File: src/pkg/sram_host_pkg.sv
package sram_host_pkg;
    // ****************************************
    // Geometry
    // ****************************************
    localparam int ADDR_W = 13;
    localparam int DATA_W = 8;
    localparam int DEPTH = 8192;
    // ****************************************
    // Timing, figures in ns at a 10 ns clock
    // ****************************************
    localparam int CLK_PERIOD_NS = 10;
    localparam int ACCESS_NS = 85;         // Read access, slowest grade
    localparam int WRITE_PULSE_NS = 65;    // Select to end of write
    localparam int DATA_SETUP_NS = 35;     // Data valid to end of write
    localparam int BUS_RELEASE_NS = 35;    // Select inactive to output high Z
    localparam int ACCESS_CYC = (ACCESS_NS + CLK_PERIOD_NS - 1) / CLK_PERIOD_NS;
    localparam int WRITE_CYC = (WRITE_PULSE_NS + CLK_PERIOD_NS - 1) / CLK_PERIOD_NS;
    localparam int SETUP_CYC = (DATA_SETUP_NS + CLK_PERIOD_NS - 1) / CLK_PERIOD_NS;
    localparam int RELEASE_CYC = (BUS_RELEASE_NS + CLK_PERIOD_NS - 1) / CLK_PERIOD_NS;
    localparam int CNT_W = 8;
    localparam logic [CNT_W-1:0] CNT_ZERO = 8'h00;
    localparam logic [CNT_W-1:0] CNT_ONE = 8'h01;
    // ****************************************
    // Sequencer states
    // ****************************************
    typedef enum logic [4:0] {
        ST_IDLE = 5'b00001,
        ST_SETUP = 5'b00010,
        ST_STROBE = 5'b00100,
        ST_HOLD = 5'b01000,
        ST_RECOVER = 5'b10000
    } seq_state_t;
endpackage

File: src/logic/cycle_timer.sv
`timescale 1ns/1ps
// ****************************************
// Down counter for phase lengths
// ****************************************
module cycle_timer
    import sram_host_pkg::*;
(
    input wire logic sys_clk,
    input wire logic rst_n,
    input wire logic load,
    input wire logic [sram_host_pkg::CNT_W-1:0] load_value,
    output logic done
);
    typedef struct packed {
        logic [CNT_W-1:0] count;
    } timer_state_t;
    timer_state_t s_q;
    timer_state_t s_d;

    // Load wins over counting
    always_comb
    begin
        s_d = s_q;
        if (load)
        begin
            s_d.count = load_value;
        end
        else if (s_q.count != CNT_ZERO)
        begin
            s_d.count = s_q.count - CNT_ONE;
        end
    end

    always_ff @(posedge sys_clk or negedge rst_n)
    begin
        if (!rst_n)
        begin
            s_q <= '0;
        end
        else
        begin
            s_q <= s_d;
        end
    end

    // Done also while idle, so a fresh load is needed each phase
    assign done = (s_q.count == CNT_ONE) || (s_q.count == CNT_ZERO);
endmodule // cycle_timer

File: src/logic/sram_host.sv
`timescale 1ns/1ps
// Function
// - Host meets setup and hold around the last-falling, first-rising strobe.
// - Host keeps select or strobe high while any address line changes.
// - Host keeps write strobe high throughout every read.
// - In select-controlled reads, address is valid before select falls.
// - Host times address from last valid line to first changing line.
// - Read: select low, high select high, strobe high; data within access.
module sram_host
    import sram_host_pkg::*;
(
    input wire logic sys_clk,
    input wire logic rst_n,
    input wire logic req_valid,
    input wire logic req_write,
    input wire logic [sram_host_pkg::ADDR_W-1:0] req_addr,
    input wire logic [sram_host_pkg::DATA_W-1:0] req_wdata,
    output logic req_ready,
    output logic rsp_valid,
    output logic [sram_host_pkg::DATA_W-1:0] rsp_rdata,
    output logic [sram_host_pkg::ADDR_W-1:0] mem_addr,
    output logic select_low_n,
    output logic select_high,
    output logic write_n,
    output logic output_gate_n,
    output logic [sram_host_pkg::DATA_W-1:0] data_pin_out,
    output logic data_pin_oe_n,
    input wire logic [sram_host_pkg::DATA_W-1:0] data_pin_in
);
    import sram_host_pkg::*;

    typedef struct packed {
        seq_state_t state;
        logic is_write;
        logic ready;
        logic rsp;
        logic [DATA_W-1:0] rdata;
        logic [ADDR_W-1:0] addr;
        logic sel_n;
        logic sel_hi;
        logic we_n;
        logic oe_n;
        logic [DATA_W-1:0] wdata;
        logic drive_n;
        logic [DATA_W-1:0] sync1;
        logic [DATA_W-1:0] sync2;
    } host_state_t;

    host_state_t s_q;
    host_state_t s_d;
    logic t_load;
    logic [CNT_W-1:0] t_value;
    logic t_done;

    // ****************************************
    // Phase timer
    // ****************************************
    cycle_timer u_timer (
        .sys_clk(sys_clk),
        .rst_n(rst_n),
        .load(t_load),
        .load_value(t_value),
        .done(t_done)
    );

    // ****************************************
    // Sequencer
    // ****************************************
    // Address and data change only in idle, with select high; read data is
    // sampled through two flops so the capture lags the bus by two cycles.
    always_comb
    begin
        s_d = s_q;
        t_load = 1'b0;
        t_value = CNT_ZERO;
        s_d.rsp = 1'b0;
        s_d.sync1 = data_pin_in;
        s_d.sync2 = s_q.sync1;
        case (s_q.state)
            ST_IDLE:
            begin
                s_d.ready = 1'b1;
                if (req_valid && s_q.ready)
                begin
                    s_d.addr = req_addr;
                    s_d.wdata = req_wdata;
                    s_d.is_write = req_write;
                    s_d.ready = 1'b0;
                    s_d.we_n = 1'b1;
                    s_d.state = ST_SETUP;
                end
            end
            ST_SETUP:
            begin
                s_d.sel_n = 1'b0;
                s_d.sel_hi = 1'b1;
                t_load = 1'b1;
                if (s_q.is_write)
                begin
                    s_d.we_n = 1'b0;
                    s_d.drive_n = 1'b0;
                    s_d.oe_n = 1'b1;
                    t_value = CNT_W'(WRITE_CYC > SETUP_CYC ? WRITE_CYC : SETUP_CYC);
                end
                else
                begin
                    s_d.oe_n = 1'b0;
                    s_d.drive_n = 1'b1;
                    t_value = CNT_W'(ACCESS_CYC + 2);
                end
                s_d.state = ST_STROBE;
            end
            ST_STROBE:
            begin
                if (t_done)
                begin
                    s_d.sel_n = 1'b1;
                    s_d.sel_hi = 1'b0;
                    s_d.oe_n = 1'b1;
                    if (!s_q.is_write)
                    begin
                        s_d.rdata = s_q.sync2;
                        s_d.rsp = 1'b1;
                    end
                    s_d.state = ST_HOLD;
                end
            end
            ST_HOLD:
            begin
                s_d.we_n = 1'b1;
                s_d.drive_n = 1'b1;
                t_load = 1'b1;
                t_value = CNT_W'(RELEASE_CYC);
                s_d.state = ST_RECOVER;
            end
            ST_RECOVER:
            begin
                if (t_done)
                begin
                    s_d.ready = 1'b1;
                    s_d.state = ST_IDLE;
                end
            end
            default:
            begin
                s_d.state = ST_IDLE;
            end
        endcase
    end

    always_ff @(posedge sys_clk or negedge rst_n)
    begin
        if (!rst_n)
        begin
            s_q <= '0;
            s_q.state <= ST_IDLE;
            s_q.sel_n <= 1'b1;
            s_q.we_n <= 1'b1;
            s_q.oe_n <= 1'b1;
            s_q.drive_n <= 1'b1;
        end
        else
        begin
            s_q <= s_d;
        end
    end

    // Straight from flops
    assign req_ready = s_q.ready;
    assign rsp_valid = s_q.rsp;
    assign rsp_rdata = s_q.rdata;
    assign mem_addr = s_q.addr;
    assign select_low_n = s_q.sel_n;
    assign select_high = s_q.sel_hi;
    assign write_n = s_q.we_n;
    assign output_gate_n = s_q.oe_n;
    assign data_pin_out = s_q.wdata;
    assign data_pin_oe_n = s_q.drive_n;
endmodule // sram_host

File: config.mk
export PLATFORM = sky130hd
export DESIGN_NAME = sram_host
export DESIGN_NICKNAME = d
export VERILOG_FILES = /design/src/pkg/sram_host_pkg.sv /design/src/logic/cycle_timer.sv /design/src/logic/sram_host.sv
export SDC_FILE = /design/constraint.sdc
export NUM_CORES = 1
export LEC_CHECK = 0
export ABC_AREA = 1
export BUFFER_PORTS_ARGS = -buffer_cell sky130_fd_sc_hd__buf_4
export CORE_MARGIN = 2
export CORE_UTILIZATION = 57
export DETAILED_ROUTE_END_ITERATION = 10
export GPL_ROUTABILITY_DRIVEN = 0
export HOLD_SLACK_MARGIN = 0.08
export PLACE_DENSITY = 0.9
export SLEW_MARGIN = 40
export SYNTH_ARGS = -nofsm -noshare
export SYNTH_HDL_FRONTEND = slang
export SYNTH_SLANG_ARGS = --single-unit
File: constraint.sdc
create_clock -name sys_clk -period 2.7 [get_ports sys_clk]
set_input_delay 0.27 -clock sys_clk [delete_from_list [all_inputs] [get_ports sys_clk]]
set_output_delay 0.27 -clock sys_clk [all_outputs]
set_load 0.05 [all_outputs]
Yosys cells after proc, flatten, opt, wreduce, memory -nomap -nowiden
Cells that the tools add are included.

word-level totals
  bits in registers = 66
  word-level logic and storage cells = 66
  input port bits = 33
  output and inout bits = 36

cells by class
  reduce and logical (&&, ||, !) cells = 16
  bitwise gates (word level) = 1
  equality and inequality tests = 10
  mux-type cells = 23
  add/subtract/negate cells = 1

operator list
  kind                 number
  $mux 9               3
  $pmux 5 s5           1
  $mux 8               2
  $mux 5               2
  $reduce_and 3->1     3
  $eq 8x1->1 const B   1
  $logic_not 8->1      1
  $ne 2x2->1 const B   4
  $pmux 4 s2           1
  $reduce_bool 2->1    4
  $reduce_bool 8->1    1
  $sub 8x1->8 const B  1
  $mux 7               1
  $mux 1               6
  $pmux 1 s2           3
  $reduce_and 2->1     3
  $eq 5x1->1 const B   1
  $eq 5x2->1 const B   1
  $eq 5x3->1 const B   1
  $eq 5x4->1 const B   1
  $eq 5x5->1 const B   1
  $mux 4               1
  $pmux 2 s2           1
  $pmux 1 s3           1
  6 further kinds      6

Logic depth before layout (Yosys ltp)
Gate-level depths: netlist of the first run.

  word-level depth = 4
  mapped depth = 9
  depth with buffers taken out = 8

Hierarchy
From an unflattened synthesis of the first run, not the netlist that was laid out.

unflattened totals
  cell total of the unflattened synthesis = 318
  area, all modules = 2,934.1 µm²

by module, submodules not included
  module       times used  area an instance (µm²)  cells each  sequential area each (µm²)
  sram_host    1           2,376.0                 239         1,457.6
  cycle_timer  1           558.0                   79          200.2

Worst setup path before layout of the first run
OpenSTA, ideal clock, no wires.

  path type = register -> register
  from = register s_q (netlist bit req_ready)
  to = register s_q (netlist bit data_pin_out[0])
  arrival time = 1.292 ns
  setup slack = 1.292 ns
  stages on the path, launching flop included = 7
  clock period less this slack = 1.408 ns
  library setup time = 0.116 ns
  path buffers = 1
  required time = 2.584 ns
  path through = dfrtp_1 > nand2_1 > nor2_4 > inv_2 > buf_6 > nand2_1 > nand2_1

on the way
  longest elaborated chain between the ends = 2

ends and longest elaborated chain
  what                        line             text
  start, declared             sram_host.sv:49  host_state_t s_q;
  $logic_and 1x1->1           sram_host.sv:83  if (req_valid && s_q.ready)
  $reduce_and 2->1 (no line)  n/a

No other way between the ends.
A chain may end at the register's enable or synchronous reset.

Worst setup path in the final report of the first run
  from = register s_q[53] (netlist bit)
  to = register s_q (netlist bit mem_addr[7])

on the way
  longest elaborated chain between the ends = 2

ends and longest elaborated chain
  what                        line             text
  $eq 5x1->1                  sram_host.sv:79  case (s_q.state)
  $reduce_and 2->1 (no line)  n/a

No other way between the ends.

==> results.toml, run 1 <==
[yosys]
syn_nets = 338
yosysSeqAreaShare_pct = 57.58
async_flop_share_pct = 100.0
yosysWarnings = 0
yosysTopAreaCellShare_pct = 53.02
synth_area_leaders = "dfrtp_1 (53%), nand2_1 (15%), buf_4 (8.1%), dfstp_2 (4.6%), nand3_1 (2.6%)"
synthFlopType = "dfrtp_1"
ys_seq_elements = 66
synth_top_area_cell = "dfrtp_1"
avgSynthCellArea_um2 = 9.533
synth_enable_flop_cells = 0
yosysMostFrequentCell = "nand2_1"
synth_cell_types = 28
synth_commonest_cells = "nand2_1 (117), dfrtp_1 (61), buf_4 (31)"
synthCells = 302
synth.cell_area_um2 = 2879

[power_and_ir_drop]
power.switching_w = 0.002020
power_density_nw_per_um2 = 1257
combPwrFrac_pct = 45.8
clockPowerShare_pct = 19.5
swShare_pct = 45.67
power_frac_seq_pct = 34.8
ir_worst_vdd_v = 0.0009415
power.internal_w = 0.002403
p_leak_nw = 1.897

[clock_tree]
cts_max_level = 3
cts_sinks = 66
clockBufferDepth = 2
path_clk_slew_ns = 0.07
numCtsBuffers = 9
cts_resized = 0
worstSkewPairLatency_ns = 0.34
cts_tree = "done"
ctsRootBufferMaster = "clkbuf_8"

[floorplanning]
die_x_um = 75.07
rows = 25
core_um2 = 4786
die-area_um2 = 5636
die_h_um = 75.07
initial_core_util_pct = 60.16
io-pin-count = 69

[place]
port_buffers = 68
dp_slack_ns = 0.8119
dp.cells = 403
dpl.hpwl_um = 3711

[drt]
wire_per_inst_um = 13.08
wirelength_um = 5600
dr.first_iter.drc_count = 107
first_pass_iters = 5
ant_nets = 0
viasPerCell = 4.886
vias = 2091
route.detailed.drc = 0

[hold_path]
hp-start = "req_addr[12]"
hp-class = "input pin to flip-flop"
hold_depth = 3
hold_end = "mem_addr[12]"

[timing]
max_freq_mhz = 532.7
setup_viol = 0
max-slew-margin-rel_pct = 62.23
drv_slew = 0
period_share_pct = 69.52
rsz0062_at_grt = "no"
hold_viol_final = 0
tightest_slew_ns = 0.5666
setup_slack_ns = 0.8229
timing.final.crit_period_ns = 1.877
skew_ns = 0.007392
tns_ns = 0

[setup_path]
end_kind = "flip-flop"
crit_type = "flip-flop to flip-flop"
crit_fanout = 26
reg2reg_from = "s_q[53]"
arrival_ns = 2.10
cp.required_ns = 2.93
reg2reg_depth = 7
rrSetupSlack_ns = 0.82
r2r_end = "mem_addr[7]"
start_kind = "flip-flop"

[global_routing]
antenna_found_initial = 0
grt_pass1_vias = 2026
grt_overflow_total = 0
grt_pass1_wl_um = 8935
grt_max_degree = 67
grt_usage_pct = 22.02

[final_layout]
instances_no_fill = 428
diodes = 0
fin_util_pct = 73.52
fillers = 350
syn_to_final_growth_pct = 22.21
drive_gt1_share_pct = 30.19
nNetsFinal = 392

[status]
status = "complete, no violations"

[run]
max_cap_viol_count = 0
[power groups by stage]
stage	sequential [W]	clock [W]	combinational, W
after global routing	0.00157	0.000911	0.00219
after CTS	0.00153	0.000871	0.00204
final	0.00154	0.000861	0.00202
after floorplan	0.00162	0	0.00164
after global placement	0.00153	0	0.00195
after detailed placement	0.00154	0	0.00202
[worst max-delay path by stage]
stage / cells past startpoint / from / slack [ns] / to
2_1_floorplan: 6 / req_ready / 1.29 / data_pin_out[0]
3_3_place_gp: 7 / s_q[53] / 0.96 / mem_addr[5]
3_5_place_dp: 7 / s_q[53] / 0.81 / mem_addr[7]
4_1_cts: 7 / s_q[53] / 0.81 / mem_addr[7]
5_1_grt: 7 / s_q[53] / 0.66 / data_pin_out[2]
6_report: 7 / s_q[53] / 0.82 / mem_addr[7]
[logic make-up (layout without fill, tap and decap cells)]
kind of cell	count (synthesis)	after routing	synth area share [%]
fa+ha+maj	3	3	1.304
buf+inv	57	116	12.21
flops	66	66	57.58
xor+xnor	3	3	0.9128
compound gates	13	13	2.521
simple gates	160	160	25.47
[repair_timing]
action	in CTS	in global routing
hold buffers	9	0
setup buffers	0	0
hold endpoints to repair	69	0
[critical path, cell delays in order, from the launching register on]
cell	delay, ns
dfstp_2	0.56
inv_2	0.04
nor2_2	0.10
nand3_2	0.12
nor2_4	0.44
inv_2	0.28
nand2_1	0.15
nand2_1	0.08
[layer usage]
metal / track usage, % / share of wire (%) / wire (um)
met5: 0 / 0 / 0
met4: 10.91 / 2.6 / 145
met3: 5.756 / 5.3 / 294
met2: 37.33 / 52 / 2913
met1: 25.99 / 40 / 2247
[registers in the layout, indices dropped and copies added, names as in the netlist]
register and count:
data_pin_oe_n 1, u_timer.s_q 8, s_q 14, req_ready 1
write_n 1, select_low_n 1, data_pin_out 8, rsp_rdata 8
select_high 1, rsp_valid 1, mem_addr 13, output_gate_n 1
s_d 8
[cell usage in the layout, fill, tap and decap left out, types with 8 or more instances in the layout]
| cell type | instances |
|---|---|
| nand2_1 | 117 |
| buf_4 | 67 |
| dfrtp_1 | 61 |
| inv_1 | 18 |
| nand3_1 | 15 |
| clkbuf_8 | 11 |
| nor2_1 | 10 |
| dlygate4sd3_1 | 9 |
| o21ai_0 | 8 |
[layout make-up]
| class | instances | area, um^2 | share of cell area [%] |
|---|---|---|---|
| clock buffers | 11 | 151.4 | 4.303 |
| clock inverters | 5 | 60.06 | 1.707 |
| inverters | 23 | 91.34 | 2.596 |
| multi-input cells | 179 | 869.6 | 24.72 |
| flip-flops and latches | 66 | 1658 | 47.12 |
| well taps | 67 | 83.83 | 2.383 |
| repair buffers | 77 | 604.3 | 17.18 |
[through the flow]
stage	power (W)	hold WS [ns]	area [um^2]
after floorplan	0.003261	-0.02559	2879
after global placement	0.003480	0.3338	3213
after detailed placement	0.003559	0.3347	3213
after CTS	0.004443	0.1132	3515
after global routing	0.004666	0.1239	3518
final	0.004423	0.1233	3518
(Power assumes the default switching activity.)
==> run 2: changes to the inputs <==
--- a/config.mk
+++ b/config.mk
@@ -8,11 +8,11 @@
 export ABC_AREA = 1
 export BUFFER_PORTS_ARGS = -buffer_cell sky130_fd_sc_hd__buf_4
 export CORE_MARGIN = 2
-export CORE_UTILIZATION = 57
+export CORE_UTILIZATION = 53
 export DETAILED_ROUTE_END_ITERATION = 10
 export GPL_ROUTABILITY_DRIVEN = 0
 export HOLD_SLACK_MARGIN = 0.08
-export PLACE_DENSITY = 0.9
+export PLACE_DENSITY = 0.85
 export SLEW_MARGIN = 40
 export SYNTH_ARGS = -nofsm -noshare
 export SYNTH_HDL_FRONTEND = slang
==> constraint.sdc (replaced) <==
create_clock -name sys_clk -period 1.84 [get_ports sys_clk]
set_input_delay 0.184 -clock sys_clk [delete_from_list [all_inputs] [get_ports sys_clk]]
set_output_delay 0.184 -clock sys_clk [all_outputs]
set_load 0.05 [all_outputs]
==> results.toml, run 2 (synthesized netlist as in run 1, its figures left out) <==
[drt]
ant_nets = 0
wire_per_inst_um = 13.63
wirelength_um = 6188
first_pass_iters = 4
dr.first_iter.drc_count = 186
viasPerCell = 4.863
vias = 2208
route.detailed.drc = 0

[setup_path]
end_kind = "flip-flop"
reg2reg_from = "u_timer.s_q[0]"
cp.required_ns = 2.07
rrSetupSlack_ns = 0.27
arrival_ns = 1.81
crit_type = "flip-flop to flip-flop"
crit_fanout = 9
r2r_end = "rsp_rdata[2]"
reg2reg_depth = 8
start_kind = "flip-flop"

[clock_tree]
clockBufferDepth = 2
worstSkewPairLatency_ns = 0.35
cts_max_level = 3
cts_tree = "done"
postCtsHoldBufs = 31
numCtsBuffers = 9
cts_resized = 0
cts_setup_buffers = 0
cts_sinks = 66
path_clk_slew_ns = 0.07
ctsRootBufferMaster = "clkbuf_8"

[power_and_ir_drop]
p_total_w = 0.006477
p_leak_nw = 1.981
ir_worst_vdd_v = 0.001105
power_density_nw_per_um2 = 1738

[place]
port_buffers = 68
dpl.hpwl_um = 3876
postPlaceCellArea_um2 = 3224
dp_slack_ns = 0.2936

[final_layout]
regMostFlops = "s_q"
syn_to_final_growth_pct = 29.47
drive_gt1_share_pct = 28.65
largest_reg_flops = 14
diodes = 0
final_cell_area_um2 = 3727
nNetsFinal = 415
mostFrequentLayoutCells = "nand2_1 (117), buf_4 (68), dfrtp_1 (61), dlygate4sd3_1 (31), inv_1 (18)"
final_common_cell = "nand2_1"

[floorplanning]
die_h_um = 77.70
core_um2 = 5172
io-pin-count = 69
initial_core_util_pct = 55.66
die-area_um2 = 6037
die_x_um = 77.70
rows = 26

[global_routing]
grt_pass1_vias = 2172
antenna_found_initial = 0
grt_usage_pct = 22.35
top_usage_layer = "met2"
grt_use_met1_pct = 27.84
grt_max_degree = 67
grt_overflow_total = 0
grt_pass1_wl_um = 10270
met2_usage_pct = 36.90
use_met3_pct = 5.233

[timing]
setup_viol = 0
tns_ns = 0
max-slew-margin-rel_pct = 62.31
max_freq_mhz = 635.2
timing.final.crit_period_ns = 1.574
tightest_slew_ns = 0.5654
hold_viol_final = 0
hold_ws_ns = 0.2482
period_share_pct = 85.56
drv_slew = 0
rsz0062_at_grt = "no"
setup_slack_ns = 0.2657
skew_ns = 0.01772

[hold_path]
hp-class = "input pin to flip-flop"
hp-start = "req_valid"
hold_depth = 4
hold_end = "s_q[53]"

[run]
max_cap_viol_count = 0

[status]
status = "complete, no violations"
[run 2: changes by cell type in the layout (fill, tap and decap cells not counted)]
cell           previous run  this run
dlygate4sd3_1             9        31
bufinv_16                 1         0
buf_4                    67        68
clkinvlp_4                1         2
[run 2: layer usage]
layer	vias to the layer above	share of wire (%)
li1	1056	-
met1	1075	42
met2	69	53
met3	8	4.1
met4	0	1.3
met5	-	0
[run 2: stage by stage]
step,util (%),cells
5_1_grt,72.06,454
2_1_floorplan,-,302
4_1_cts,71.99,454
3_3_place_gp,62.34,407
6_report,72.06,454
3_5_place_dp,62.34,407
[run 2: worst max path at each step]
stage | slack (ns) | end | start | cells past startpoint
after floorplan | 0.43 | data_pin_out[0] | req_ready | 6
after global placement | 0.35 | rsp_rdata[7] | u_timer.s_q[0] | 8
after detailed placement | 0.29 | u_timer.s_q[0] | s_q[55] | 6
after CTS | 0.27 | rsp_rdata[2] | u_timer.s_q[0] | 8
after global routing | 0.15 | rsp_rdata[1] | u_timer.s_q[0] | 8
final | 0.27 | rsp_rdata[2] | u_timer.s_q[0] | 8
[run 2: critical path: stages, from the launching register on]
cell and delay [ns]:
dfrtp_1 0.39, inv_1 0.13, ha_1 0.25, o21ai_2 0.23, nor2_8 0.08, nand3_4 0.13
clkinv_4 0.11, nand2_1 0.08, nand2_1 0.05
[run 2: report_power, final]
group | internal (W) | total, W | switching [W] | leakage (nW)
registers | 0.00193 | 0.00226 | 0.000330 | 0.811
logic | 0.000932 | 0.00306 | 0.00213 | 1.08
clock network | 0.000567 | 0.00115 | 0.000582 | 0.0919
[run 2: cell type report]
cell class,count,area (um^2)
sequential,66,1658
inverter,23,91.34
tap,70,87.58
timing repair buffer,100,832.0
multi-input combinational,179,869.6
clock buffer,11,151.4
fill,346,1445
clock inverter,5,37.54
